--- src/asop_pkg.sv ---
// Package: constants and types for the sample output port
// Assumes: shared by the top module and its two leaf modules
package asop_pkg;
    localparam int unsigned ASOP_DATA_W = 16;
    localparam int unsigned ASOP_LATENCY = 7;
    localparam int unsigned ASOP_CLK_PERIOD_NS = 10;
    // Register byte offsets
    localparam logic [7:0] ASOP_CTRL_OFF = 8'h00;
    localparam logic [7:0] ASOP_STATUS_OFF = 8'h04;
    localparam logic [7:0] ASOP_IRQ_STAT_OFF = 8'h08;
    localparam logic [7:0] ASOP_IRQ_MASK_OFF = 8'h0c;
    localparam logic [7:0] ASOP_SAMPLE_OFF = 8'h10;
    localparam logic [7:0] ASOP_COUNT_OFF = 8'h14;
    // Control fields
    localparam int unsigned ASOP_CTRL_PWDN_BIT = 0;
    localparam int unsigned ASOP_CTRL_DITHER_ON_BIT = 1;
    localparam int unsigned ASOP_CTRL_SCRM_BIT = 2;
    localparam int unsigned ASOP_CTRL_GAIN_BIT = 3;
    localparam int unsigned ASOP_CTRL_OEN_BIT = 4;
    localparam int unsigned ASOP_CTRL_MODE_LSB = 5;
    localparam logic [31:0] ASOP_CTRL_RST = 32'h0000_0011;
    // Interrupt fields
    localparam int unsigned ASOP_IRQ_SAMPLE_BIT = 0;
    localparam int unsigned ASOP_IRQ_RANGE_BIT = 1;
    localparam int unsigned ASOP_IRQ_W = 2;
    // AXI responses
    localparam logic [1:0] ASOP_RESP_OKAY = 2'h0;
    localparam logic [1:0] ASOP_RESP_SLVERR = 2'h2;
    // Format select levels
    typedef enum logic [1:0] {
        ASOP_MODE_OB_NOSTAB = 2'h0,
        ASOP_MODE_OB_STAB = 2'h1,
        ASOP_MODE_TC_STAB = 2'h2,
        ASOP_MODE_TC_NOSTAB = 2'h3
    } asop_mode_type;
endpackage

--- src/asop_top.sv ---
// Top: digital side of a sampling converter output port with AXI4-Lite control
// Assumes: encode clock and analog code arrive asynchronously; capture logic outside
module asop_top #(
    parameter int unsigned LATENCY = asop_pkg::ASOP_LATENCY
) (
    // Clock and reset
    input wire logic clk,
    input wire logic sys_rst,
    // Encode clock pair and analog code
    input wire logic encode_clk_pos,
    input wire logic encode_clk_neg,
    input wire logic [asop_pkg::ASOP_DATA_W-1:0] analog_code,
    input wire logic analog_over,
    input wire logic analog_under,
    // Parallel output port (oe low = driving)
    output logic [asop_pkg::ASOP_DATA_W-1:0] sample_word_out,
    output logic [asop_pkg::ASOP_DATA_W-1:0] sample_word_oe_n,
    output logic range_overflow_flag,
    output logic range_overflow_oe_n,
    output logic data_valid_strobe_n,
    output logic data_valid_strobe_p,
    output logic strobe_oe_n,
    // Analog controls
    output logic analog_power_down,
    output logic dither_on,
    output logic front_gain_sel,
    output logic duty_stab_on,
    // AXI4-Lite slave
    input wire logic [7:0] s_axi_awaddr,
    input wire logic s_axi_awvalid,
    output logic s_axi_awready,
    input wire logic [31:0] s_axi_wdata,
    input wire logic [3:0] s_axi_wstrb,
    input wire logic s_axi_wvalid,
    output logic s_axi_wready,
    output logic [1:0] s_axi_bresp,
    output logic s_axi_bvalid,
    input wire logic s_axi_bready,
    input wire logic [7:0] s_axi_araddr,
    input wire logic s_axi_arvalid,
    output logic s_axi_arready,
    output logic [31:0] s_axi_rdata,
    output logic [1:0] s_axi_rresp,
    output logic s_axi_rvalid,
    input wire logic s_axi_rready,
    // Interrupt
    output logic irq
);
    import asop_pkg::*;

    localparam int unsigned DW = ASOP_DATA_W;

    typedef struct packed {
        logic [31:0] ctrl_r;
        logic [ASOP_IRQ_W-1:0] irq_stat_r;
        logic [ASOP_IRQ_W-1:0] irq_mask_r;
        logic enc_prev_r;
        logic [DW:0] held_r;
        logic [31:0] count_r;
        logic [DW-1:0] word_r;
        logic [DW-1:0] word_oe_n_r;
        logic of_r;
        logic of_oe_n_r;
        logic strb_n_r;
        logic strb_p_r;
        logic strb_oe_n_r;
        logic pwdn_r;
        logic dither_on_r;
        logic gain_r;
        logic stab_r;
        logic aw_full_r;
        logic [7:0] aw_addr_r;
        logic w_full_r;
        logic [31:0] w_data_r;
        logic [3:0] w_strb_r;
        logic bvalid_r;
        logic [1:0] bresp_r;
        logic rvalid_r;
        logic [31:0] rdata_r;
        logic [1:0] rresp_r;
        logic irq_r;
    } asop_top_type;

    asop_top_type q_r, q_nxt;
    logic enc_pos_s, enc_neg_s, over_s, under_s;
    logic [DW-1:0] code_s;
    logic [DW:0] pipe_out;
    logic enc_rise;

    // Encode pair and analog code enter through two flops
    asop_sync u_sync_pos (.clk(clk), .sys_rst(sys_rst), .din(encode_clk_pos), .dout(enc_pos_s));
    asop_sync u_sync_neg (.clk(clk), .sys_rst(sys_rst), .din(encode_clk_neg), .dout(enc_neg_s));
    asop_sync u_sync_ov (.clk(clk), .sys_rst(sys_rst), .din(analog_over), .dout(over_s));
    asop_sync u_sync_un (.clk(clk), .sys_rst(sys_rst), .din(analog_under), .dout(under_s));
    for (genvar g = 0; g < DW; g++) begin : g_code
        asop_sync u_sync_code (.clk(clk), .sys_rst(sys_rst), .din(analog_code[g]), .dout(code_s[g]));
    end

    // Positive above negative marks encode high; rising is the hold instant
    assign enc_rise = (enc_pos_s & ~enc_neg_s) & ~q_r.enc_prev_r;

    // Word and flag travel together through the latency pipeline
    asop_pipe #(.DEPTH(LATENCY), .W(DW + 1)) u_pipe (
        .clk(clk),
        .sys_rst(sys_rst),
        .adv(enc_rise),
        .din(q_nxt.held_r),
        .dout(pipe_out)
    );

    always_comb begin
        logic [DW-1:0] fmt;
        logic [1:0] mode;
        logic [ASOP_IRQ_W-1:0] ev;
        logic [31:0] wmask;
        logic [31:0] rd;
        logic ok;
        fmt = '0;
        mode = '0;
        ev = '0;
        wmask = '0;
        rd = '0;
        ok = 1'b0;
        q_nxt = q_r;
        q_nxt.enc_prev_r = enc_pos_s & ~enc_neg_s;
        mode = q_r.ctrl_r[ASOP_CTRL_MODE_LSB +: 2];

        // Hold sample with its range flag at the encode edge
        if (enc_rise) begin
            q_nxt.held_r = {over_s | under_s, code_s};
            q_nxt.count_r = q_r.count_r + 32'h1;
        end

        // Static selections applied to every emerging word
        fmt = pipe_out[DW-1:0];
        if (mode == ASOP_MODE_TC_STAB || mode == ASOP_MODE_TC_NOSTAB) begin
            fmt[DW-1] = ~fmt[DW-1];
        end
        if (q_r.ctrl_r[ASOP_CTRL_SCRM_BIT]) begin
            fmt[DW-1:1] = fmt[DW-1:1] ^ {(DW - 1){fmt[0]}};
        end
        if (enc_rise) begin
            q_nxt.word_r = fmt;
            q_nxt.of_r = pipe_out[DW];
            q_nxt.strb_n_r = ~q_r.strb_n_r;
            q_nxt.strb_p_r = q_r.strb_n_r;
        end
        q_nxt.stab_r = (mode == ASOP_MODE_OB_STAB) || (mode == ASOP_MODE_TC_STAB);
        q_nxt.pwdn_r = q_r.ctrl_r[ASOP_CTRL_PWDN_BIT];
        q_nxt.dither_on_r = q_r.ctrl_r[ASOP_CTRL_DITHER_ON_BIT];
        q_nxt.gain_r = q_r.ctrl_r[ASOP_CTRL_GAIN_BIT];

        // Outputs float on power-down or output enable high
        q_nxt.word_oe_n_r = {DW{q_r.ctrl_r[ASOP_CTRL_PWDN_BIT] | q_r.ctrl_r[ASOP_CTRL_OEN_BIT]}};
        q_nxt.of_oe_n_r = q_r.ctrl_r[ASOP_CTRL_PWDN_BIT] | q_r.ctrl_r[ASOP_CTRL_OEN_BIT];
        q_nxt.strb_oe_n_r = q_r.ctrl_r[ASOP_CTRL_PWDN_BIT] | q_r.ctrl_r[ASOP_CTRL_OEN_BIT];

        // AXI write channels, taken in either order
        if (s_axi_awvalid && !q_r.aw_full_r) begin
            q_nxt.aw_full_r = 1'b1;
            q_nxt.aw_addr_r = s_axi_awaddr;
        end
        if (s_axi_wvalid && !q_r.w_full_r) begin
            q_nxt.w_full_r = 1'b1;
            q_nxt.w_data_r = s_axi_wdata;
            q_nxt.w_strb_r = s_axi_wstrb;
        end
        if (s_axi_bvalid && s_axi_bready) begin
            q_nxt.bvalid_r = 1'b0;
            q_nxt.aw_full_r = 1'b0;
            q_nxt.w_full_r = 1'b0;
        end

        // Interrupt events: set wins over clear
        ev[ASOP_IRQ_SAMPLE_BIT] = enc_rise;
        ev[ASOP_IRQ_RANGE_BIT] = enc_rise & pipe_out[DW];
        for (int b = 0; b < 4; b++) begin
            wmask[8*b +: 8] = {8{q_r.w_strb_r[b]}};
        end
        if (q_r.aw_full_r && q_r.w_full_r && !q_r.bvalid_r) begin
            q_nxt.bvalid_r = 1'b1;
            q_nxt.bresp_r = ASOP_RESP_OKAY;
            case (q_r.aw_addr_r & 8'hfc)
                ASOP_CTRL_OFF: q_nxt.ctrl_r = (q_r.ctrl_r & ~wmask) | (q_r.w_data_r & wmask);
                ASOP_IRQ_STAT_OFF: q_nxt.irq_stat_r = q_r.irq_stat_r & ~(q_r.w_data_r[ASOP_IRQ_W-1:0]
                    & wmask[ASOP_IRQ_W-1:0]);
                ASOP_IRQ_MASK_OFF: q_nxt.irq_mask_r = (q_r.irq_mask_r & ~wmask[ASOP_IRQ_W-1:0])
                    | (q_r.w_data_r[ASOP_IRQ_W-1:0] & wmask[ASOP_IRQ_W-1:0]);
                ASOP_STATUS_OFF, ASOP_SAMPLE_OFF, ASOP_COUNT_OFF: q_nxt.bresp_r = ASOP_RESP_OKAY;
                default: q_nxt.bresp_r = ASOP_RESP_SLVERR;
            endcase
        end
        q_nxt.irq_stat_r = q_nxt.irq_stat_r | ev;
        q_nxt.irq_r = |(q_nxt.irq_stat_r & q_r.irq_mask_r);

        // AXI read channel
        if (s_axi_rvalid && s_axi_rready) begin
            q_nxt.rvalid_r = 1'b0;
        end
        if (s_axi_arvalid && !q_r.rvalid_r) begin
            ok = 1'b1;
            case (s_axi_araddr & 8'hfc)
                ASOP_CTRL_OFF: rd = q_r.ctrl_r & 32'h0000_007f;
                ASOP_STATUS_OFF: rd = {26'h0, q_r.stab_r, q_r.of_r, q_r.strb_n_r, q_r.gain_r,
                    q_r.dither_on_r, q_r.pwdn_r};
                ASOP_IRQ_STAT_OFF: rd = {30'h0, q_r.irq_stat_r};
                ASOP_IRQ_MASK_OFF: rd = {30'h0, q_r.irq_mask_r};
                ASOP_SAMPLE_OFF: rd = {15'h0, q_r.of_r, q_r.word_r};
                ASOP_COUNT_OFF: rd = q_r.count_r;
                default: ok = 1'b0;
            endcase
            q_nxt.rvalid_r = 1'b1;
            q_nxt.rdata_r = rd;
            q_nxt.rresp_r = ok ? ASOP_RESP_OKAY : ASOP_RESP_SLVERR;
        end
    end

    always_ff @(posedge clk) begin
        if (sys_rst) begin
            q_r <= '0;
            q_r.ctrl_r <= ASOP_CTRL_RST;
            q_r.word_oe_n_r <= '1;
            q_r.of_oe_n_r <= 1'b1;
            q_r.strb_oe_n_r <= 1'b1;
            q_r.strb_n_r <= 1'b1;
            q_r.pwdn_r <= 1'b1;
        end else begin
            q_r <= q_nxt;
        end
    end

    assign sample_word_out = q_r.word_r;
    assign sample_word_oe_n = q_r.word_oe_n_r;
    assign range_overflow_flag = q_r.of_r;
    assign range_overflow_oe_n = q_r.of_oe_n_r;
    assign data_valid_strobe_n = q_r.strb_n_r;
    assign data_valid_strobe_p = q_r.strb_p_r;
    assign strobe_oe_n = q_r.strb_oe_n_r;
    assign analog_power_down = q_r.pwdn_r;
    assign dither_on = q_r.dither_on_r;
    assign front_gain_sel = q_r.gain_r;
    assign duty_stab_on = q_r.stab_r;
    assign s_axi_awready = ~q_r.aw_full_r;
    assign s_axi_wready = ~q_r.w_full_r;
    assign s_axi_bresp = q_r.bresp_r;
    assign s_axi_bvalid = q_r.bvalid_r;
    assign s_axi_arready = ~q_r.rvalid_r;
    assign s_axi_rdata = q_r.rdata_r;
    assign s_axi_rresp = q_r.rresp_r;
    assign s_axi_rvalid = q_r.rvalid_r;
    assign irq = q_r.irq_r;
endmodule // asop_top

--- src/asop_sync.sv ---
// Two-flop synchroniser for one level
// Assumes: input comes from outside the clk domain
module asop_sync (
    // Clock and reset
    input wire logic clk,
    input wire logic sys_rst,
    // Level
    input wire logic din,
    output logic dout
);
    import asop_pkg::*;
    typedef struct packed {
        logic s1_r;
        logic s2_r;
    } asop_sync_type;
    asop_sync_type q_r, q_nxt;
    always_comb begin
        q_nxt = q_r;
        q_nxt.s1_r = din;
        q_nxt.s2_r = q_r.s1_r;
    end
    always_ff @(posedge clk) begin
        if (sys_rst) begin
            q_r <= '0;
        end else begin
            q_r <= q_nxt;
        end
    end
    assign dout = q_r.s2_r;
endmodule // asop_sync

--- src/asop_pipe.sv ---
// Result pipeline: word and range flag delayed together
// Assumes: advanced once per encode edge
module asop_pipe #(
    parameter int unsigned DEPTH = 7,
    parameter int unsigned W = 17
) (
    // Clock and reset
    input wire logic clk,
    input wire logic sys_rst,
    // Stream
    input wire logic adv,
    input wire logic [W-1:0] din,
    output logic [W-1:0] dout
);
    import asop_pkg::*;
    typedef struct packed {
        logic [DEPTH-1:0][W-1:0] stage_r;
    } asop_pipe_type;
    asop_pipe_type q_r, q_nxt;
    always_comb begin
        q_nxt = q_r;
        if (adv) begin
            q_nxt.stage_r[0] = din;
            for (int i = 1; i < DEPTH; i++) begin
                q_nxt.stage_r[i] = q_r.stage_r[i-1];
            end
        end
    end
    always_ff @(posedge clk) begin
        if (sys_rst) begin
            q_r <= '0;
        end else begin
            q_r <= q_nxt;
        end
    end
    assign dout = q_r.stage_r[DEPTH-1];
endmodule // asop_pipe

--- config.mk ---
export PLATFORM = sky130hd
export DESIGN_NAME = asop_top
export DESIGN_NICKNAME = d
export VERILOG_FILES = /design/src/asop_pkg.sv /design/src/asop_top.sv /design/src/asop_sync.sv /design/src/asop_pipe.sv
export SDC_FILE = /design/constraint.sdc
export NUM_CORES = 1
export LEC_CHECK = 0
export BUFFER_PORTS_ARGS = -buffer_cell sky130_fd_sc_hd__clkbuf_2
export CORE_MARGIN = 1.5
export CORE_UTILIZATION = 46
export CTS_CLUSTER_SIZE = 16
export DETAILED_ROUTE_END_ITERATION = 10
export PLACE_DENSITY = 0.69
export SLEW_MARGIN = 10
export SYNTH_ARGS = -nofsm -noshare
export SYNTH_HDL_FRONTEND = slang
export SYNTH_HIERARCHICAL = 1
export SYNTH_SLANG_ARGS = --single-unit
--- constraint.sdc ---
create_clock -name clk -period 2.9 [get_ports clk]
set_input_delay 0.435 -clock clk [delete_from_list [all_inputs] [get_ports clk]]
set_output_delay 0.435 -clock clk [all_outputs]
set_load 0.01 [all_outputs]
==> results of run 1 <==
final timing paths:
path | slack, ns | cells past startpoint | end | from
setup / recovery | 0.51 | 5 | q_r[157] | u_sync_neg/dout
hold / removal | 0.09 | 2 | g_code[12].u_sync_code/q_nxt[0] | analog_code[12]
setup reg to reg | 0.51 | 5 | q_r[157] | u_sync_neg/dout
hold reg to reg | 0.41 | 1 | q_r[175] | u_sync_neg/dout
registers in the layout (all words and copies together) (netlist names), 16 cells and up, named ones only:
| register | count |
|---|---|
| u_pipe/q_r | 102 |
| q_r | 68 |
| s_axi_rdata | 32 |
| u_pipe/dout | 17 |
| g_code.u_sync_code/dout | 16 |
| g_code.u_sync_code/q_nxt | 16 |
| sample_word_out | 16 |
logic make-up after synthesis:
family | count (synthesis) | synth area share
simple gates | 425 | 0.166
buf+inv | 168 | 0.0988
compound gates | 115 | 0.0625
mux | 168 | 0.146
other cells | 1 | 0.000316
fa+ha+maj | 3 | 0.00317
flops | 297 | 0.501
xor+xnor | 29 | 0.0214
synthesized netlist by cell type, types with 6 or more instances:
cell,number,share of area
buf_12,12,0.020
clkbuf_1,42,0.013
nor4_1,11,0.0058
buf_4,86,0.054
a21oi_1,49,0.021
a221oi_1,8,0.0059
buf_2,6,0.0025
nor3_1,7,0.0030
a22oi_1,15,0.0095
o21ai_0,7,0.0030
mux2i_1,142,0.12
nand2_1,91,0.029
xor2_1,21,0.016
inv_1,11,0.0035
a211oi_1,16,0.010
xnor2_1,8,0.0059
o31ai_1,12,0.0076
or4_1,10,0.0063
nand3_1,18,0.0076
nor2_1,197,0.062
dfxtp_1,297,0.50
nand4_1,9,0.0047
nor2b_1,51,0.027
buf_1,9,0.0028
mux2_2,24,0.023
power breakdown:
| part | internal, mW | switching, mW |
|---|---|---|
| sequential | 4.15 | 0.0361 |
| clock | 2.21 | 1.55 |
| combinational | 0.148 | 0.228 |
worst max-delay path: stages (launching register included):
cell and delay, ns:
dfxtp_1 0.31, or3b_1 0.47, inv_8 0.20, nand2_1 0.37, nor4_1 0.53, mux2_2 0.38
per-layer routing:
| layer | up-vias | global-route usage |
|---|---|---|
| li1 | 4024 | - |
| met4 | 0 | 0.0471 |
| met5 | - | 0 |
| met3 | 40 | 0.0249 |
| met1 | 3707 | 0.197 |
| met2 | 159 | 0.280 |
metrics by stage:
step,total power [mW],utilization,hold slack (ns),cells
2_1_floorplan,4.57,-,0.391,1207
3_3_place_gp,4.65,0.472,0.401,1518
3_5_place_dp,4.65,0.472,0.409,1518
4_1_cts,8.40,0.511,0.0691,1572
5_1_grt,8.61,0.511,0.0769,1572
6_report,8.32,0.511,0.0851,1572
layout make-up:
cell class | count | area share
Sequential cell | 297 | 0.461
Multi-Input combinational cell | 742 | 0.368
Clock buffer | 43 | 0.0689
Timing Repair Buffer | 138 | 0.0593
Tap cell | 330 | 0.0320
Clock inverter | 11 | 0.00747
Inverter | 11 | 0.00378
==> impl_metrics.py, run 1 <==
metrics = {
    "routing": {
        "drtPass1Iterations": 5,
        "via_per_inst": 5.04,
        "drtIter0Drc": 563,
        "wl_met3_um": 982,
        "ant_nets": 0,
        "drt-total-wl_mm": 22.0,
        "top_layer_used": "met4",
        "vias": 7930,
        "met1_length_mm": 9.90,
        "wire_per_inst_um": 14.0,
        "wl_met2_mm": 10.7,
        "drc": 0,
    },
    "timing": {
        "maxSlewViolCount": 0,
        "fmax_mhz": 418,
        "finalCritPeriodShare": 0.825,
        "fin_ws_ns": 0.508,
        "slew_headroom": 0.420,
        "finalSetupViolations": 0,
        "worst_slew_pin_slew_ns": 0.861,
        "grt_setup_unrepaired": "false",
        "clock_skew_ns": 0.0144,
        "hold_viol": 0,
        "setup_tns_ns": 0,
        "post-route-min-period_ns": 2.39,
    },
    "pwr": {
        "power.leakage_nw": 5.02,
        "ir_drop_v": 0.000462,
        "p_per_area_nw_per_um2": 645,
    },
    "die": {
        "start_util": 0.470,
        "dieHeight_um": 164,
        "io_pins": 162,
        "num_rows": 58,
        "coreArea_sq_um": 25300,
        "fp.dieW_um": 164,
        "floorplan.die_area_sq_um": 26800,
    },
    "worst_setup_path": {
        "path_class": "reg -> reg",
        "crit_required_ns": 3.35,
        "path_max_fanout": 22,
        "cp-start-kind": "flop",
        "worstSetupEndpointType": "flop",
        "crit_arrival_ns": 2.84,
    },
    "global_route": {
        "grt_start_max_net_pins": 152,
        "grt_pass1_wl_mm": 34.8,
        "antenna_found_initial": 0,
        "grt_usage": 0.158,
        "grt_overflow": 0,
        "grt_pass1_vias": 7044,
    },
    "cts": {
        "clock-sinks": 297,
        "post_cts.repair.setup_buffers": 0,
        "clk_latency_ns": 0.56,
        "clk_pin_slew_ns": 0.06,
        "cts_buffers": 30,
        "cts_hold_buffers": 0,
        "htree_levels": 1,
        "clockRootBuffer": "clkbuf_16",
        "cts-resized-gates": 0,
        "cts_tree": "built",
        "cts.path.max_buffers": 3,
    },
    "finish": {
        "drive_above_1_share": 0.179,
        "mostFrequentLayoutCells": "dfxtp_1, nor2_1, mux2i_1",
        "stdcell_area_sq_um": 12900,
        "n_antenna_cell": 0,
        "multi_input_area_sq_um": 4740,
        "seq_area_sq_um": 5950,
        "final_common_cell": "dfxtp_1",
        "nets": 1302,
        "fillers": 2299,
        "syn_to_final_growth_pct": 8.81,
    },
    "yosys": {
        "synth-async-reset-ratio": 0,
        "syn_avg_cell_area_sq_um": 9.83,
        "ys_types": 47,
        "netlist_area_sq_um": 11900,
        "ys_seq_area_frac": 0.501,
        "synth-seq-cells": 297,
        "synthFlopType": "dfxtp_1",
        "syn_inst": 1206,
        "yosys_warnings": 6,
        "synth_edf_count": 0,
    },
    "outcome": {
        "status": "finished clean",
    },
    "min_path": {
        "hp-class": "in -> reg",
    },
    "flow_run": {
        "cap_violations": 0,
    },
    "placement": {
        "place_ws_ns": 0.498,
        "placed_cell_area_sq_um": 11900,
        "io_buffers": 127,
        "routabilityCongestion": 0.824,
        "place_hpwl_mm": 14.2,
    },
}
(Power assumes the default switching activity.)
==> inputs of run 2 (changes only) <==
Clock period 2.9 ns to 2.25 ns, I/O delays scaled along.
==> run 2 against run 1 <==
Net effect: largest cell class unchanged; highest routed layer unchanged; first-iteration DRC count decreased by 14%; critical endpoint is now q_r[156]; count of clock-buffer cells in the layout decreased by 1; final area up 2.7%.
==> impl_metrics.py, run 2 (synthesis gave the netlist of run 1 again) <==
metrics = {
    "pwr": {
        "power.leakage_nw": 5.19,
        "ir_drop_v": 0.000689,
        "p_per_area_nw_per_um2": 810,
    },
    "timing": {
        "worst_slew_pin_slew_ns": 0.703,
        "slew_headroom": 0.532,
        "clock_skew_ns": 0.0271,
        "fin_hold_ws_ns": 0.0189,
        "finalSetupViolations": 0,
        "post-route-min-period_ns": 2.06,
        "grt_setup_unrepaired": "false",
        "setup_tns_ns": 0,
        "fmax_mhz": 486,
        "finalCritPeriodShare": 0.914,
        "maxSlewViolCount": 0,
        "hold_viol": 0,
    },
    "routing": {
        "drc": 0,
        "vias": 8022,
        "via_per_inst": 4.98,
        "ant_nets": 0,
        "drtIter0Drc": 486,
        "wire_per_inst_um": 13.9,
        "drt-total-wl_mm": 22.4,
        "drtPass1Iterations": 4,
    },
    "die": {
        "num_rows": 58,
        "start_util": 0.470,
        "floorplan.die_area_sq_um": 26800,
        "dieHeight_um": 164,
        "coreArea_sq_um": 25300,
        "fp.dieW_um": 164,
        "io_pins": 162,
    },
    "worst_setup_path": {
        "cpLargestDelayFamily": "simple AND/OR/NAND/NOR gates",
        "crit_path_cell_trace": "or3b_1 -> inv_8 -> buf_4 -> nand4_2 -> or4_1 -> a21oi_1",
        "worstSetupEndpointType": "flop",
        "path_max_fanout": 11,
        "crit_required_ns": 2.73,
        "path_buf_inv": 2,
        "cp-start-kind": "flop",
        "crit_arrival_ns": 2.54,
        "cp_slowest_cell": "or4_1",
        "path_class": "reg -> reg",
        "slowest_delay_ns": 0.52,
    },
    "finish": {
        "drive_above_1_share": 0.188,
        "nets": 1339,
        "fillers": 2272,
        "syn_to_final_growth_pct": 11.8,
        "final_common_cell": "dfxtp_1",
        "largest_reg_flops": 102,
        "n_antenna_cell": 0,
        "final_util": 0.525,
        "largest-register": "u_pipe/q_r",
        "mostFrequentLayoutCells": "dfxtp_1, nor2_1, mux2i_1",
    },
    "global_route": {
        "grt_usage": 0.162,
        "gr-usage-met1": 0.201,
        "use_met3": 0.0310,
        "grt_overflow": 0,
        "grt_start_max_net_pins": 89,
        "met2_usage": 0.287,
        "grt_pass1_wl_mm": 35.6,
        "top_usage_layer": "met2",
        "antenna_found_initial": 0,
        "grt_pass1_vias": 7230,
    },
    "cts": {
        "cts.path.max_buffers": 3,
        "clockRootBuffer": "clkbuf_16",
        "clk_pin_slew_ns": 0.06,
        "htree_levels": 1,
        "clk_latency_ns": 0.55,
        "clock-sinks": 297,
        "cts_buffers": 30,
        "cts_tree": "built",
    },
    "placement": {
        "routabilityCongestion": 0.804,
        "io_buffers": 127,
        "place_hpwl_mm": 14.7,
    },
    "outcome": {
        "status": "finished clean",
    },
    "min_path": {
        "hp-class": "in -> reg",
    },
    "flow_run": {
        "cap_violations": 0,
    },
}
## run 2: area by class of cell
cell class | instances | area, sq um | share of cell area
sequential | 297 | 5950 | 0.449
multi-input combinational | 742 | 4740 | 0.358
timing repair buffer | 175 | 1110 | 0.0841
clock buffer | 42 | 866 | 0.0653
tap | 330 | 413 | 0.0312
clock inverter | 14 | 119 | 0.00897
inverter | 11 | 48.8 | 0.00368
## run 2: layer usage
| metal | share of wire | routed length [um] |
|---|---|---|
| met1 | 0.44 | 9750 |
| met2 | 0.49 | 11000 |
| met3 | 0.053 | 1180 |
| met4 | 0.019 | 425 |
| met5 | 0 | 0 |
## run 2: power breakdown
group,internal [mW],total [mW],switching [mW]
logic,0.231,0.535,0.304
registers,5.35,5.39,0.0462
clock network,2.81,4.80,2.00
total,8.38,10.7,2.35
## run 2: path summary, 6_finish.rpt
path / end / start / slack, ns / cells after the start
hold / removal: q_r[84] / s_axi_awvalid / 0.02 / 2
setup / recovery: q_r[156] / u_sync_neg/dout / 0.19 / 6
hold reg to reg: q_r[175] / u_sync_neg/dout / 0.41 / 1
setup reg to reg: q_r[156] / u_sync_neg/dout / 0.19 / 6
## run 2: stage by stage
step	area [sq um]	instances	setup slack, ns	power, mW
after floorplan	11900	1207	0.117	5.89
after global placement	12100	1536	0.219	6.02
after detailed placement	12100	1536	0.220	6.02
after CTS	13300	1611	0.172	10.9
after global routing	13300	1611	0.0500	11.1
final	13300	1611	0.194	10.7
## run 2: what timing repair did
action	in CTS	in global routing
resized for setup	0	0
hold buffers	19	0
endpoints found under the hold margin	19	0
buffers inserted	0	0
